**config.mk**
```make
export PLATFORM = sky130hd
export DESIGN_NAME = scrb_supply_control
export DESIGN_NICKNAME = d
export VERILOG_FILES = /design/src/scrb_pkg.sv /design/src/scrb_supply_control.sv
export SDC_FILE = /design/constraint.sdc
export NUM_CORES = 1
export LEC_CHECK = 0
export BUFFER_PORTS_ARGS = -buffer_cell sky130_fd_sc_hd__buf_4
export CAP_MARGIN = 20
export CORE_MARGIN = 1
export CORE_UTILIZATION = 40
export CTS_BUF_LIST = sky130_fd_sc_hd__clkbuf_4
export CTS_CLUSTER_DIAMETER = 150
export DETAILED_ROUTE_END_ITERATION = 16
export GPL_TIMING_DRIVEN = 0
export PLACE_DENSITY_LB_ADDON = 0.1
export SYNTH_ARGS = -nofsm -noshare
export SYNTH_HDL_FRONTEND = slang
export SYNTH_SLANG_ARGS = --single-unit
export TNS_END_PERCENT = 100
```
**constraint.sdc**
```tcl
create_clock -name sys_clk_in -period 3.7 [get_ports sys_clk_in]
set_clock_uncertainty 0.15 [all_clocks]
set_input_delay 0.74 -clock sys_clk_in [delete_from_list [all_inputs] [get_ports sys_clk_in]]
set_output_delay 0.74 -clock sys_clk_in [all_outputs]
set_load 0.05 [all_outputs]
```
**src/scrb_pkg.sv**
```systemverilog
// Purpose: Constants for the supply control register bank
// Assumes: Byte-wide registers at the printed byte offsets
// Notes:   Supply index 0..3 = second buck, third buck, first linreg, second linreg
package scrb_pkg;

  // ----------------------------------------------------------------
  // Register offsets
  // ----------------------------------------------------------------
  localparam logic [7:0] THIRD_BUCK_CONTROL_ADDR = 8'h22;
  localparam logic [7:0] SECOND_BUCK_CONTROL_ADDR = 8'h24;
  localparam logic [7:0] FIRST_LDO_CONTROL_ADDR = 8'h26;
  localparam logic [7:0] SECOND_LDO_CONTROL_ADDR = 8'h27;
  localparam logic [7:0] VOLTAGE_SELECT_ADDR = 8'h32;

  // ----------------------------------------------------------------
  // Field positions
  // ----------------------------------------------------------------
  localparam int ON_REQUEST_BIT = 0;
  localparam int ENABLE_SOURCE_LO = 1;
  localparam int PULLDOWN_OFF_BIT = 3;
  localparam int BUCK_FLAG_BIT = 3;
  localparam int LINREG_FLAG_BIT = 7;
  localparam int VOLTAGE_SOURCE_LO = 5;
  // Writable bits; everything else is reserved and reads zero
  localparam logic [7:0] BUCK_WRITE_MASK = 8'h6f;
  localparam logic [7:0] LINREG_WRITE_MASK = 8'hef;
  // Bit of each supply inside the voltage select register
  localparam int SEL_BIT_SECOND_BUCK = 3;
  localparam int SEL_BIT_THIRD_BUCK = 2;
  localparam int SEL_BIT_FIRST_LINREG = 4;
  localparam int SEL_BIT_SECOND_LINREG = 5;

  // ----------------------------------------------------------------
  // Encodings and reset values
  // ----------------------------------------------------------------
  localparam logic [1:0] SOURCE_SEQUENCER = 2'h0;
  localparam logic [7:0] CONTROL_RESET = 8'h00;
  localparam logic [7:0] READ_ZERO = 8'h00;
  localparam int NUM_SUPPLIES = 4;
  localparam int NUM_BUCKS = 2;
  localparam int NUM_INPUTS = 3;

endpackage : scrb_pkg

```
**src/scrb_supply_control.sv**
```systemverilog
// Purpose: Control registers for two buck converters and two linear regulators
// Assumes: Register port driven by the serial interface logic on sys_clk_in
// Notes:   Outputs are registered; general inputs are synchronised first
//          Input and sequencer edges override a software write made in the same cycle
`timescale 1ns/10ps
module scrb_supply_control (
  // Clock and reset
  input wire logic sys_clk_in,
  input wire logic rst_n_in,
  // Register port
  input wire logic [7:0] reg_addr_in,
  input wire logic reg_wr_in,
  input wire logic reg_rd_in,
  input wire logic [7:0] reg_wdata_in,
  output logic [7:0] reg_rdata_out,
  output logic reg_rvalid_out,
  // General inputs (pins) and their active level (same clock)
  input wire logic [2:0] general_input_in,
  input wire logic [2:0] general_active_high_in,
  // Sequencer requests per supply (same clock)
  input wire logic [3:0] seq_on_in,
  input wire logic [3:0] seq_volt_b_in,
  // Supply controls
  output logic [3:0] supply_on_out,
  output logic [3:0] volt_b_out,
  output logic [3:0] sequencing_flag_out,
  output logic [1:0] pulldown_on_out
);

  // ----------------------------------------------------------------
  // State
  // ----------------------------------------------------------------
  // All registers of the block live in one packed struct so that the
  // reset, the next-state copy and the output taps stay in step
  typedef struct packed {
    logic [3:0][7:0] ctrl;
    logic [3:0] sel;
    logic [2:0] sync1;
    logic [2:0] sync2;
    logic [2:0] prev;
    logic [3:0] seq_on_prev;
    logic [7:0] rdata;
    logic rvalid;
    logic [3:0] on;
    logic [3:0] volt_b;
    logic [3:0] flag;
    logic [1:0] pd;
  } scrb_state_t;

  // Current and next copy of the whole state
  scrb_state_t state_q;
  scrb_state_t state_d;

  // Map a supply index to its address and select bit
  // An unmapped address matches no supply, so a write to it is dropped
  function automatic logic [7:0] supply_addr(input int idx);
    case (idx)
      0: supply_addr = scrb_pkg::SECOND_BUCK_CONTROL_ADDR;
      1: supply_addr = scrb_pkg::THIRD_BUCK_CONTROL_ADDR;
      2: supply_addr = scrb_pkg::FIRST_LDO_CONTROL_ADDR;
      default: supply_addr = scrb_pkg::SECOND_LDO_CONTROL_ADDR;
    endcase
  endfunction : supply_addr

  // Bit of each supply inside the voltage select register
  function automatic int sel_bit(input int idx);
    case (idx)
      0: sel_bit = scrb_pkg::SEL_BIT_SECOND_BUCK;
      1: sel_bit = scrb_pkg::SEL_BIT_THIRD_BUCK;
      2: sel_bit = scrb_pkg::SEL_BIT_FIRST_LINREG;
      default: sel_bit = scrb_pkg::SEL_BIT_SECOND_LINREG;
    endcase
  endfunction : sel_bit

  // ----------------------------------------------------------------
  // Next state
  // ----------------------------------------------------------------
  always_comb begin
    logic [2:0] act;
    logic [2:0] rise;
    logic [2:0] fall;
    logic [1:0] esrc;
    logic [1:0] vsrc;
    logic [7:0] mask;
    logic [7:0] cur;
    logic [7:0] sel_reg;
    logic is_buck;
    // Every local gets a value first, so no path leaves a latch behind
    act = 3'h0;
    rise = 3'h0;
    fall = 3'h0;
    esrc = scrb_pkg::SOURCE_SEQUENCER;
    vsrc = scrb_pkg::SOURCE_SEQUENCER;
    mask = scrb_pkg::READ_ZERO;
    cur = scrb_pkg::READ_ZERO;
    sel_reg = scrb_pkg::READ_ZERO;
    is_buck = 1'b0;
    state_d = state_q;
    // Pins pass two flops before any logic reads them
    state_d.sync1 = general_input_in;
    state_d.sync2 = state_q.sync1;
    // Active when the synchronised level equals the input's active level
    act = ~(state_q.sync2 ^ general_active_high_in);
    state_d.prev = act;
    rise = act & ~state_q.prev;
    fall = ~act & state_q.prev;
    // Sequencer requests share our clock, so one flop of history finds edges
    state_d.seq_on_prev = seq_on_in;
    // Voltage select register view of the per-supply select bits
    sel_reg = scrb_pkg::READ_ZERO;
    for (int i = 0; i < scrb_pkg::NUM_SUPPLIES; i++) begin
      sel_reg[sel_bit(i)] = state_q.sel[i];
    end
    // Registered read; unmapped offsets read zero
    // A read and a write in one cycle return the value from before the write
    state_d.rvalid = reg_rd_in;
    state_d.rdata = state_q.rdata;
    if (reg_rd_in) begin
      state_d.rdata = scrb_pkg::READ_ZERO;
      if (reg_addr_in == scrb_pkg::VOLTAGE_SELECT_ADDR) begin
        state_d.rdata = sel_reg;
      end
    end
    for (int i = 0; i < scrb_pkg::NUM_SUPPLIES; i++) begin
      // Supplies 0 and 1 are bucks, 2 and 3 linear regulators
      is_buck = (i < scrb_pkg::NUM_BUCKS);
      mask = is_buck ? scrb_pkg::BUCK_WRITE_MASK : scrb_pkg::LINREG_WRITE_MASK;
      cur = state_q.ctrl[i];
      if (reg_rd_in && reg_addr_in == supply_addr(i)) begin
        state_d.rdata = cur & mask;
      end
      // Software writes touch writable bits only
      // A same-cycle input or sequencer edge still rewrites the on-request below
      if (reg_wr_in && reg_addr_in == supply_addr(i)) begin
        cur = reg_wdata_in & mask;
      end
      if (reg_wr_in && reg_addr_in == scrb_pkg::VOLTAGE_SELECT_ADDR) begin
        state_d.sel[i] = reg_wdata_in[sel_bit(i)];
      end
      // Codes 01..11 index the edge vectors one below the code; code 00
      // never reaches that index, so no out-of-range bit is read
      esrc = state_q.ctrl[i][scrb_pkg::ENABLE_SOURCE_LO +: 2];
      vsrc = state_q.ctrl[i][scrb_pkg::VOLTAGE_SOURCE_LO +: 2];
      // Hardware edges update the on-request after the write, so an edge wins
      if (esrc == scrb_pkg::SOURCE_SEQUENCER) begin
        if (seq_on_in[i] && !state_q.seq_on_prev[i]) begin
          cur[scrb_pkg::ON_REQUEST_BIT] = 1'b1;
        end else if (!seq_on_in[i] && state_q.seq_on_prev[i]) begin
          cur[scrb_pkg::ON_REQUEST_BIT] = 1'b0;
        end
      end else if (rise[esrc - 2'h1]) begin
        cur[scrb_pkg::ON_REQUEST_BIT] = 1'b1;
      end else if (fall[esrc - 2'h1]) begin
        cur[scrb_pkg::ON_REQUEST_BIT] = 1'b0;
      end
      state_d.ctrl[i] = cur;
      // Input edges move the voltage choice; sequencer code follows the sequencer
      if (vsrc == scrb_pkg::SOURCE_SEQUENCER) begin
        // Either the sequencer or the software select can ask for setting B
        state_d.volt_b[i] = seq_volt_b_in[i] | state_q.sel[i];
      end else if (rise[vsrc - 2'h1]) begin
        state_d.sel[i] = 1'b0;
        state_d.volt_b[i] = 1'b0;
      end else if (fall[vsrc - 2'h1]) begin
        state_d.sel[i] = 1'b1;
        state_d.volt_b[i] = 1'b1;
      end else begin
        // No edge this cycle: follow the software select, which edges also rewrite
        state_d.volt_b[i] = state_q.sel[i];
      end
      // The on-request is the final word after sequencer and input edges
      if (is_buck) begin
        state_d.on[i] = cur[scrb_pkg::ON_REQUEST_BIT];
        state_d.flag[i] = cur[scrb_pkg::BUCK_FLAG_BIT];
      end else begin
        state_d.on[i] = cur[scrb_pkg::ON_REQUEST_BIT];
        state_d.flag[i] = cur[scrb_pkg::LINREG_FLAG_BIT];
      end
    end
    // Pull-down only while off, and only if not disabled; it reads the next
    // control value so that it moves at the same edge as the on-request
    for (int j = 0; j < scrb_pkg::NUM_SUPPLIES - scrb_pkg::NUM_BUCKS; j++) begin
      state_d.pd[j] = !state_d.ctrl[j + scrb_pkg::NUM_BUCKS][scrb_pkg::ON_REQUEST_BIT]
          && !state_d.ctrl[j + scrb_pkg::NUM_BUCKS][scrb_pkg::PULLDOWN_OFF_BIT];
    end
  end

  // ----------------------------------------------------------------
  // State register
  // ----------------------------------------------------------------
  // Synchronous reset loads constants only
  always_ff @(posedge sys_clk_in) begin
    if (!rst_n_in) begin
      // Every field to zero first, then the fields with other reset values
      state_q <= '0;
      for (int i = 0; i < scrb_pkg::NUM_SUPPLIES; i++) begin
        state_q.ctrl[i] <= scrb_pkg::CONTROL_RESET;
      end
      state_q.pd <= 2'h3; // Both regulators start off with pull-down active
    end else begin
      state_q <= state_d;
    end
  end

  // Outputs straight from flops
  // No logic sits between a flop and a pin, so outputs never glitch
  assign reg_rdata_out = state_q.rdata;
  assign reg_rvalid_out = state_q.rvalid;
  assign supply_on_out = state_q.on;
  assign volt_b_out = state_q.volt_b;
  assign sequencing_flag_out = state_q.flag;
  assign pulldown_on_out = state_q.pd;

endmodule : scrb_supply_control

```
[After elaboration in Yosys (flattened, before gate mapping)]
Cells that the tools add are included.
W data, S select, Z words.
Word-level totals
  flip-flop bits (word level): 66
  latch bits: 0
  memory bits (writable): 0
  memory bits (read-only): 0
  input bits: 34
  output and inout port bits: 23
  logic and storage cells: 203
  memories kept: 0
Operators by class
  $add $sub $neg: 8
  multipliers: 0
  div/mod/pow operators: 0
  $lt $le $gt $ge: 12
  eq/ne operators: 5
  shifts and indexed selects: 0
  multiplexer cells: 106
  bitwise operators: 11
  reductions and logical operators: 41
Operators by type and width (count)
  $lt A32 B5 Y1 const B: 4
  $mux W32: 4
  $mux W1: 72
  $mux W8: 7
  $eq A8 B6 Y1 const B: 5
  $bmux W1 S2: 16
  $lt A2 B3 Y1 const B: 8
  $logic_and A1 B1 Y1: 19
  $logic_not A2 Y1: 8
  $sub A2 B1 Y2 const B: 8
  $bmux W1 S3: 4
  $logic_not A1 Y1: 12
  $not A3 Y3: 3
  $mux W4: 2
  $and A3 B3 Y3: 2
  $mux W6: 1
  $reduce_bool A5 Y1: 1
  $reduce_or A5 Y1: 1
  $or A1 B1 Y1: 4
  $xor A3 B3 Y3: 1
  $not A1 Y1: 1

[Logic depth before layout (Yosys ltp)]
Gate-level depths: netlist of the first run.
  depth in word-level cells: 11
  depth in mapped cells: 7
  gate-level depth less buffers: 7

[Worst setup path before layout of the first run]
No wires, ideal clock.
  path kind: input port to flip-flop
  start: input reg_addr_in[3]
  end: register state_q[48] (netlist bit)
  setup time: 95 ps
  arrival time: 2673 ps
  data required time: 3455 ps
  setup slack: 782 ps
  stages: 5
  buffers on the path: 0
  cell sequence: nor4b_1 > nand4b_1 > mux2i_1 > maj3_1 > a221oi_1
Between the ends
  cells in the longest elaborated chain, start to end: 6
  elaborated cells on any way between the ends: 8
  those cells by class: eq/ne (1); mux (6); reduce/logical (1)
RTL lines
  start: declaration: line scrb_supply_control.sv:11  | input wire logic [7:0] reg_addr_in,
  $eq A8 B6 Y1 *: line scrb_supply_control.sv:134  | if (reg_wr_in && reg_addr_in == supply_addr(i)) begin
  $logic_and A1 B1 Y1 *: line scrb_supply_control.sv:134
  $mux W4 *: line scrb_supply_control.sv:134
  $mux W1 (on tied branches): line scrb_supply_control.sv:153, scrb_supply_control.sv:148
  $mux W1 (on tied branches): line scrb_supply_control.sv:151, scrb_supply_control.sv:146
  $mux W1 *: line scrb_supply_control.sv:145  | if (esrc == scrb_pkg::SOURCE_SEQUENCER) begin
  end signal: assignment: line scrb_supply_control.sv:201  | state_q <= state_d;
  end: declaration: line scrb_supply_control.sv:51  | scrb_state_t state_q;
Mark *: on every way between the ends. The rest lies on a longest branch, timed or not.
A chain may end at the register's enable or synchronous reset.

[Final worst setup path of the first run]
  start: input reg_addr_in[3]
  end: register state_q[40] (netlist bit)
Same word-level chain as after synthesis.

==> results of run 1 <==
## layout make-up
cell class	count	area, um2	area share (%)
Tap cell	102	127.6	3.289
Inverter	23	86.33	2.225
Multi-Input combinational cell	275	1755	45.24
Clock buffer	11	82.58	2.128
Timing Repair Buffer	56	417.9	10.77
Buffer	38	227.7	5.869
Clock inverter	5	21.27	0.5482
Sequential cell	58	1161	29.93
## cell usage in the layout, fill, tap and decap left out, types with 4 or more instances in the layout
master | synthesis | final
sky130_fd_sc_hd__nor2_1 | 34 | 34
sky130_fd_sc_hd__a22oi_1 | 5 | 5
sky130_fd_sc_hd__and2_1 | 13 | 13
sky130_fd_sc_hd__clkbuf_4 | 0 | 11
sky130_fd_sc_hd__buf_4 | 22 | 77
sky130_fd_sc_hd__ha_1 | 8 | 8
sky130_fd_sc_hd__a2111oi_0 | 7 | 7
sky130_fd_sc_hd__dfxtp_1 | 58 | 58
sky130_fd_sc_hd__nor4_1 | 4 | 4
sky130_fd_sc_hd__clkbuf_1 | 14 | 14
sky130_fd_sc_hd__a21oi_1 | 35 | 35
sky130_fd_sc_hd__a211oi_1 | 7 | 7
sky130_fd_sc_hd__nand3_1 | 22 | 22
sky130_fd_sc_hd__nor2b_1 | 7 | 7
sky130_fd_sc_hd__o21ai_0 | 15 | 15
sky130_fd_sc_hd__nor3_1 | 10 | 10
sky130_fd_sc_hd__and3_1 | 4 | 4
sky130_fd_sc_hd__nor3b_1 | 6 | 6
sky130_fd_sc_hd__mux2i_1 | 20 | 20
sky130_fd_sc_hd__nand3b_1 | 7 | 7
sky130_fd_sc_hd__o21bai_1 | 4 | 4
sky130_fd_sc_hd__a221oi_1 | 4 | 4
sky130_fd_sc_hd__inv_1 | 23 | 23
sky130_fd_sc_hd__o31ai_1 | 4 | 4
sky130_fd_sc_hd__nand2_1 | 25 | 25
## layer usage
metal  GRT usage [%]  vias to the layer above
met5               0                        -
met2           37.50                       96
li1                -                     1527
met3           3.897                       11
met4           7.422                        0
met1           31.97                     1465
## path summary, 6_finish.rpt
| check | startpoint | to | slack (ps) | cells after the start |
|---|---|---|---|---|
| worst max-delay path | reg_addr_in[3] | state_q[40] | 910 | 7 |
| worst min-delay path | state_d[31] | state_q[31] | 290 | 1 |
| worst min register to register | state_d[31] | state_q[31] | 290 | 1 |
| worst max register to register | state_q[30] | volt_b_out[2] | 1380 | 6 |
## metrics by stage
| step | cell area, um2 | std cells | power (uW) |
|---|---|---|---|
| finish | 3880 | 568 | 1243 |
| CTS | 3875 | 567 | 1251 |
| global route | 3880 | 568 | 1299 |
| floorplan | 3231 | 394 | 788.5 |
| detailed placement | 3771 | 551 | 870.8 |
| global placement | 3771 | 551 | 869.0 |
## state kept, by name, summed over array words and instances (netlist names)
signal and count:
state_q 37, reg_rdata_out 8, volt_b_out 4, sequencing_flag_out 3
state_d 3, pulldown_on_out 2, reg_rvalid_out 1
## logic make-up after synthesis
kind of cell	after synthesis	synth area share (%)
flip-flops	58	35.94
AO/OA/AOI/OAI	93	18.78
adder cells (fa/ha/maj)	10	3.757
AND/OR/NAND/NOR	149	24.79
buffers and inverters	61	9.721
multiplexers	20	6.197
XOR/XNOR	3	0.8135
## power by group through the flow
stage / registers, uW / clock network (uW) / logic (uW)
finish: 654 / 385 / 204
global route: 656 / 423 / 220
detailed placement: 668 / 0 / 202
CTS: 654 / 394 / 203
global placement: 668 / 0 / 201
floorplan: 666 / 0 / 123
## synth_stat cells (all sizes together), types with 4 or more instances
master,instances
a221oi,5
nand3b,7
o21ai,15
nor2,34
nor2b,7
inv,23
a211oi,7
nor3,11
o21bai,4
o31ai,4
nand2,25
dfxtp,58
buf,23
ha,8
clkbuf,15
a21oi,35
and3,4
mux2i,20
a2111oi,7
and2,13
a22oi,5
nand3,22
nor4,4
nor3b,6
==> impl_results.rst, run 1 <==
.. list-table::
   :header-rows: 1

   * - Metric
     - Value
   * - Resized Gates After CTS
     - 0
   * - Worst min path class
     - register to register
   * - Largest net degree at the start of global routing
     - 11
   * - Portion of total power attributed to sequential cells
     - 52.6%
   * - Leading area contributor after synthesis
     - sky130_fd_sc_hd__dfxtp_1
   * - Setup TNS after final layout
     - 0 ps
   * - Worst VDD drop
     - 195.2 uV
   * - Overall global routing resource usage
     - 23.40%
   * - Final Net Count
     - approximately 500
   * - Count of buffering cells on the critical path with inverters included
     - 2
   * - Area added between synthesis and finish
     - 20.10%
   * - H-Tree Depth
     - 3
   * - M1 wire length
     - between 4 and 5 mm
   * - Gate Count Post-Synth
     - 394
   * - Number of port buffers
     - 55
   * - Top cell type's share of synthesized area
     - 35.94%
   * - TritonCTS clock tree
     - yes
   * - Initial antenna violation count
     - 0
   * - Post-route ant nets
     - 0
   * - EDFF count, synth
     - 0
   * - Die Wd
     - 91.87 um
   * - Worst-skew pair later-pin latency
     - about 420 ps
   * - Share of layout cells above drive strength 1
     - 22.10%
   * - Worst-Margin Slew
     - 685.0 ps
   * - Slowest Stage Delay on Critical Path
     - 610 ps
   * - First-pass GRT wire length
     - 15.06 mm
   * - Number of hold violations in the final report
     - 0
   * - Number of rows in the core area
     - 32
   * - Timing-limited maximum frequency
     - 0.3582 GHz
   * - Clock transition time at the flip-flop clock pins of the worst setup and hold paths
     - about 90 ps
   * - FILL cells
     - 821
   * - Number of buffers created by CTS
     - 9
   * - Critical Path, Cell by Cell
     - buf_4 > or4b_1 > clkbuf_2 > nor4b_4 > mux2i_1 > maj3_2 > a221oi_2
   * - Dominant delay contributor by cell family on the critical path
     - simple AND/OR/NAND/NOR gates
   * - Routed wire length on met3
     - 470 um
   * - Routability cong.
     - 0.9190
   * - Count of cell types in the netlist
     - 50
   * - Logic pwr share
     - 16.4%
   * - DP Wirelength
     - 7.012 mm
   * - Number of register bits inferred by synthesis
     - 58
   * - Outcome
     - finished clean
   * - Number of global-route vias before repair
     - approximately 2.9k
   * - Async SR Flop Fraction
     - 0%
   * - Critical path arrival
     - 2970 ps
   * - Cell types with the largest area share after synthesis
     - sky130_fd_sc_hd__dfxtp_1 36%, sky130_fd_sc_hd__mux2i_1 6.2%, sky130_fd_sc_hd__a21oi_1 5.4%, sky130_fd_sc_hd__buf_4 5.1%, sky130_fd_sc_hd__nor2_1 4.0%
   * - Number of design-rule violations left by the first detailed-router iteration
     - 181
   * - Highest signal layer in the routed design
     - met4
   * - Final critical delay including setup and external delays
     - 2792 ps
   * - Post-DR wirelength/cell
     - 16.38 um
   * - Cts-stage hold buffer count
     - 0
   * - Worst slew margin
     - 54.17%
   * - Sum of routed wire length over all layers
     - 9.301 mm
   * - Number of search-and-repair iterations in the first detailed-routing pass
     - 5
   * - Overflow left after global routing
     - 0
   * - Post-synth design cell area
     - 0.003231 mm2
   * - Part of the power in the clock network
     - 31.0%
   * - Share of the core filled with cells in the final layout
     - 49.95%
   * - Vias
     - 3,099
   * - Worst-case setup slack after placement
     - around 29 ps
   * - Postcts setup bufs
     - 0
   * - Hold WS
     - about 290 ps
   * - Worst-path fanout max
     - 6
   * - Seq/Total Area, Yosys
     - a little over a third
   * - Avg Vias per Cell
     - 5.456
   * - Number of design rule violations left after detail routing
     - 0
   * - Sw Pwr
     - 376.9 uW
   * - Slew Viols, Final
     - 0
   * - Critical Path End Type
     - register
   * - Longest Clk Path Bufs
     - 2
   * - Synthesized Nets
     - 436
   * - Type of the worst setup path
     - primary input to register
   * - Area of the die
     - 0.008440 mm2
   * - Required time worst endpoint
     - 3880 ps
   * - Number of sinks on the clock net
     - 58
   * - Leakage power figure
     - about 0.0016 uW
   * - Final antenna diode count
     - 0
   * - Height of the chip
     - about 92 um
   * - Sw Ratio
     - between 30 and 40%
   * - Power Dens Cells
     - 320.4 mW/mm2
   * - Met2 WL
     - roughly 4.3 mm
   * - RSZ-0062 raised after global routing
     - no
   * - CTS root buffer
     - sky130_fd_sc_hd__clkbuf_4
   * - Average cell area after synthesis
     - 8.199 um2
   * - Starting density of the core
     - 41.59%
   * - Max-cap violation count
     - 0
   * - Cell-internal power
     - 866.3 uW
   * - Startpoint type of the worst setup path
     - primary input
   * - Worst Setup Slack, final
     - 908.0 ps
   * - Total number of yosys warnings
     - 0
   * - Final setup viols
     - 0
   * - Most frequently used flop master after synthesis
     - sky130_fd_sc_hd__dfxtp_1
   * - Final period util
     - 75.46%
   * - Slowest CP cell
     - sky130_fd_sc_hd__nor4b_4
   * - Boundary Pins
     - 57
   * - Core area
     - 0.007767 mm2
Power figures use the tool's default switching activity.
==> run 2: changes to the inputs <==
- clock period: 3.7 -> 2.87 ns (I/O delays scaled with it)
==> impl_results.rst, run 2 (synthesis results as in run 1) <==
.. list-table::
   :header-rows: 1

   * - Metric
     - Value
   * - Final Net Count
     - 502 (-0.20%)
   * - Timing-limited maximum frequency
     - 0.3742 GHz
   * - Dominant delay contributor by cell family on the critical path
     - simple AND/OR/NAND/NOR gates
   * - Number of global-route vias before repair
     - 2,927 (+0.31%)
   * - Met3 Usage GRT
     - 3.897% (unchanged)
   * - Worst-path fanout max
     - 7 (+1)
   * - Worst hold path depth
     - 2 (+1)
   * - Overflow left after global routing
     - 0 (unchanged)
   * - Vias
     - 3,103 (+0.13%)
   * - Number of port buffers
     - 55 (unchanged)
   * - Final critical delay including setup and external delays
     - between 2000 and 3000 ps
   * - Outcome
     - finished clean
   * - Sum of routed wire length over all layers
     - 9.333 mm (+0.34%)
   * - Worst setup path end
     - state_q[48]
   * - Critical Path End Type
     - register
   * - Flip-flop count of the largest register after layout
     - 37 (unchanged)
   * - Boundary Pins
     - 57 (unchanged)
   * - CTS root buffer
     - sky130_fd_sc_hd__clkbuf_4
   * - Worst min path class
     - primary input to register
   * - Number of cells in the finished layout apart from fillers
     - 567 (-0.18%)
   * - Share of layout cells above drive strength 1
     - 22.15% (+0.048 points)
   * - DP Cell Count
     - 551 (unchanged)
   * - H-Tree Depth
     - 3 (unchanged)
   * - Worst slew margin
     - 54.63% (+0.46 points)
   * - Sw Ratio
     - 30.23% (-0.089 points)
   * - Total power of the final layout
     - 1601 uW (+29%)
   * - Count of buffering cells on the critical path with inverters included
     - 1 (-1)
   * - TritonCTS clock tree
     - yes
   * - Worst-skew pair later-pin latency
     - 410 ps (about the same)
   * - Max-cap violation count
     - 0 (unchanged)
   * - Critical path arrival
     - 2840 ps (-130 ps)
   * - Part of the power in the clock network
     - 30.9% (about the same)
   * - R2R Setup Slk
     - 540 ps (-840 ps)
   * - Leading cell type in the layout, fill and taps excluded
     - sky130_fd_sc_hd__buf_4
   * - R2r startpoint
     - state_q[30]
   * - Hold Path Origin
     - general_input_in[1]
   * - Number of hold violations in the final report
     - 0 (unchanged)
   * - Number of design rule violations left after detail routing
     - 0 (unchanged)
   * - First-pass GRT wire length
     - 15.08 mm (+0.14%)
   * - Longest Clk Path Bufs
     - 2 (unchanged)
   * - Postcts setup bufs
     - 0 (unchanged)
   * - Worst setup startpoint
     - reg_addr_in[3]
   * - R2r endpoint
     - volt_b_out[2]
   * - Largest net degree at the start of global routing
     - 11 (unchanged)
   * - Cell-internal power
     - 1117 uW (+29%)
   * - Final period util
     - 93.10%
   * - Cell area after layout
     - 0.003881 mm2 (about the same)
   * - Slowest CP cell
     - sky130_fd_sc_hd__nor4b_2
   * - Startpoint type of the worst setup path
     - primary input
   * - Sw Pwr
     - 484.0 uW (+28%)
   * - Placed cell area
     - 0.003771 mm2 (unchanged)
   * - DP Wirelength
     - 7.012 mm (unchanged)
   * - Number of search-and-repair iterations in the first detailed-routing pass
     - 4 (-1)
   * - Depth of the most critical reg-to-reg path
     - 6 (unchanged)
   * - Register bank with the most flops
     - state_q
   * - Slew Viols, Final
     - 0 (unchanged)
   * - Commonest non-fill, non-tap cells in the layout
     - 77 x sky130_fd_sc_hd__buf_4, 58 x sky130_fd_sc_hd__dfxtp_1, 35 x sky130_fd_sc_hd__a21oi_1, 34 x sky130_fd_sc_hd__nor2_1, 25 x sky130_fd_sc_hd__nand2_1
   * - Avg Vias per Cell
     - 5.473 (+0.31%)
   * - Number of rows in the core area
     - 32 (unchanged)
   * - Number of buffers created by CTS
     - 9 (unchanged)
   * - Core area
     - 0.007767 mm2 (unchanged)
   * - RSZ-0062 raised after global routing
     - no
   * - Die Wd
     - 91.87 um (unchanged)
   * - Post-route ant nets
     - 0 (unchanged)
   * - GRT busiest layer
     - met2
   * - Height of the chip
     - 91.87 um (unchanged)
   * - Worst-Margin Slew
     - 678.1 ps (-6.894 ps)
   * - Slowest Stage Delay on Critical Path
     - 610 ps (about the same)
   * - Number of sinks on the clock net
     - 58 (unchanged)
   * - Portion of total power attributed to sequential cells
     - 52.6% (about the same)
   * - Type of the worst setup path
     - primary input to register
   * - Routability cong.
     - 0.9190 (unchanged)
   * - Met2 global-route usage
     - 37.75% (+0.25 points)
   * - Critical Path, Cell by Cell
     - buf_4 > nor4b_2 > nand4b_1 > mux2i_1 > maj3_1 > a221oi_1
   * - Post-DR wirelength/cell
     - 16.46 um (+0.52%)
   * - Leakage power figure
     - 0.001579 uW (-0.20%)
   * - Final setup viols
     - 0 (unchanged)
   * - Starting density of the core
     - 41.59% (unchanged)
   * - Overall global routing resource usage
     - 23.41% (about the same)
   * - Met1 demand-to-capacity share in global routing
     - 31.82% (-0.15 points)
   * - Clock transition time at the flip-flop clock pins of the worst setup and hold paths
     - 100 ps (about the same)
   * - Logic pwr share
     - 16.4% (about the same)
   * - Required time worst endpoint
     - 3040 ps (-840 ps)
   * - Number of stages on the worst setup path
     - 6 (-1)
   * - Area added between synthesis and finish
     - 20.14% (about the same)
   * - Final antenna diode count
     - 0 (unchanged)
   * - Power Dens Cells
     - 412.5 mW/mm2 (+29%)
   * - Number of design-rule violations left by the first detailed-router iteration
     - 196 (+8.3%)
   * - Initial antenna violation count
     - 0 (unchanged)
   * - Area of the die
     - 0.008440 mm2 (unchanged)
   * - Worst VDD drop
     - 254.1 uV (+30%)
[run 2: changes by cell type in the layout (fill, tap and decap cells not counted), sizes merged]
cell / delta
clkbuf: -1
[run 2: worst min path at each step]
stage,end,slack [ps]
floorplan,state_q[30],260
global placement,state_q[31],260
detailed placement,state_q[30],270
CTS,state_d[31],200
global route,state_d[32],210
finish,state_d[31],220
[run 2: cell type report]
class	instances	area, um2
fillers	820	3886
inverters	23	86.33
well taps	102	127.6
multi-input cells	275	1762
plain buffers	38	227.7
repair buffers	55	412.9
clock inverters	5	21.27
flip-flops and latches	58	1161
clock buffers	11	82.58
[run 2: metal layers]
| layer | wire length (um) | vias to the layer above |
|---|---|---|
| met5 | 0 | - |
| met2 | 4346 | 100 |
| met3 | 582 | 10 |
| met1 | 4307 | 1468 |
| li1 | - | 1525 |
| met4 | 96 | 0 |
[run 2: power by group through the flow]
stage          combinational [uW]  clock [uW]  sequential (uW)
2_1_floorplan                 158           0              858
3_3_place_gp                  259           0              861
3_5_place_dp                  261           0              862
4_1_cts                       263         508              843
5_1_grt                       284         546              845
6_report                      263         495              843
[run 2: timing repair]
item,in CTS,in global routing
resized for setup,1,0
hold buffers,0,0
setup endpoints to repair,2,0
[run 2: stage by stage]
| stage | hold WS, ps | TNS (ps) | utilization [%] | setup slack [ps] |
|---|---|---|---|---|
| after floorplan | 261.9 | 0 | - | 117.6 |
| after global routing | 208.9 | 0 | 49.97 | 44.05 |
| after CTS | 200.1 | 0 | 49.97 | 220.6 |
| after detailed placement | 271.2 | -2387 | 48.55 | -635.1 |
| after global placement | 263.5 | -2463 | 48.55 | -621.3 |
| final | 221.6 | 0 | 49.97 | 197.9 |
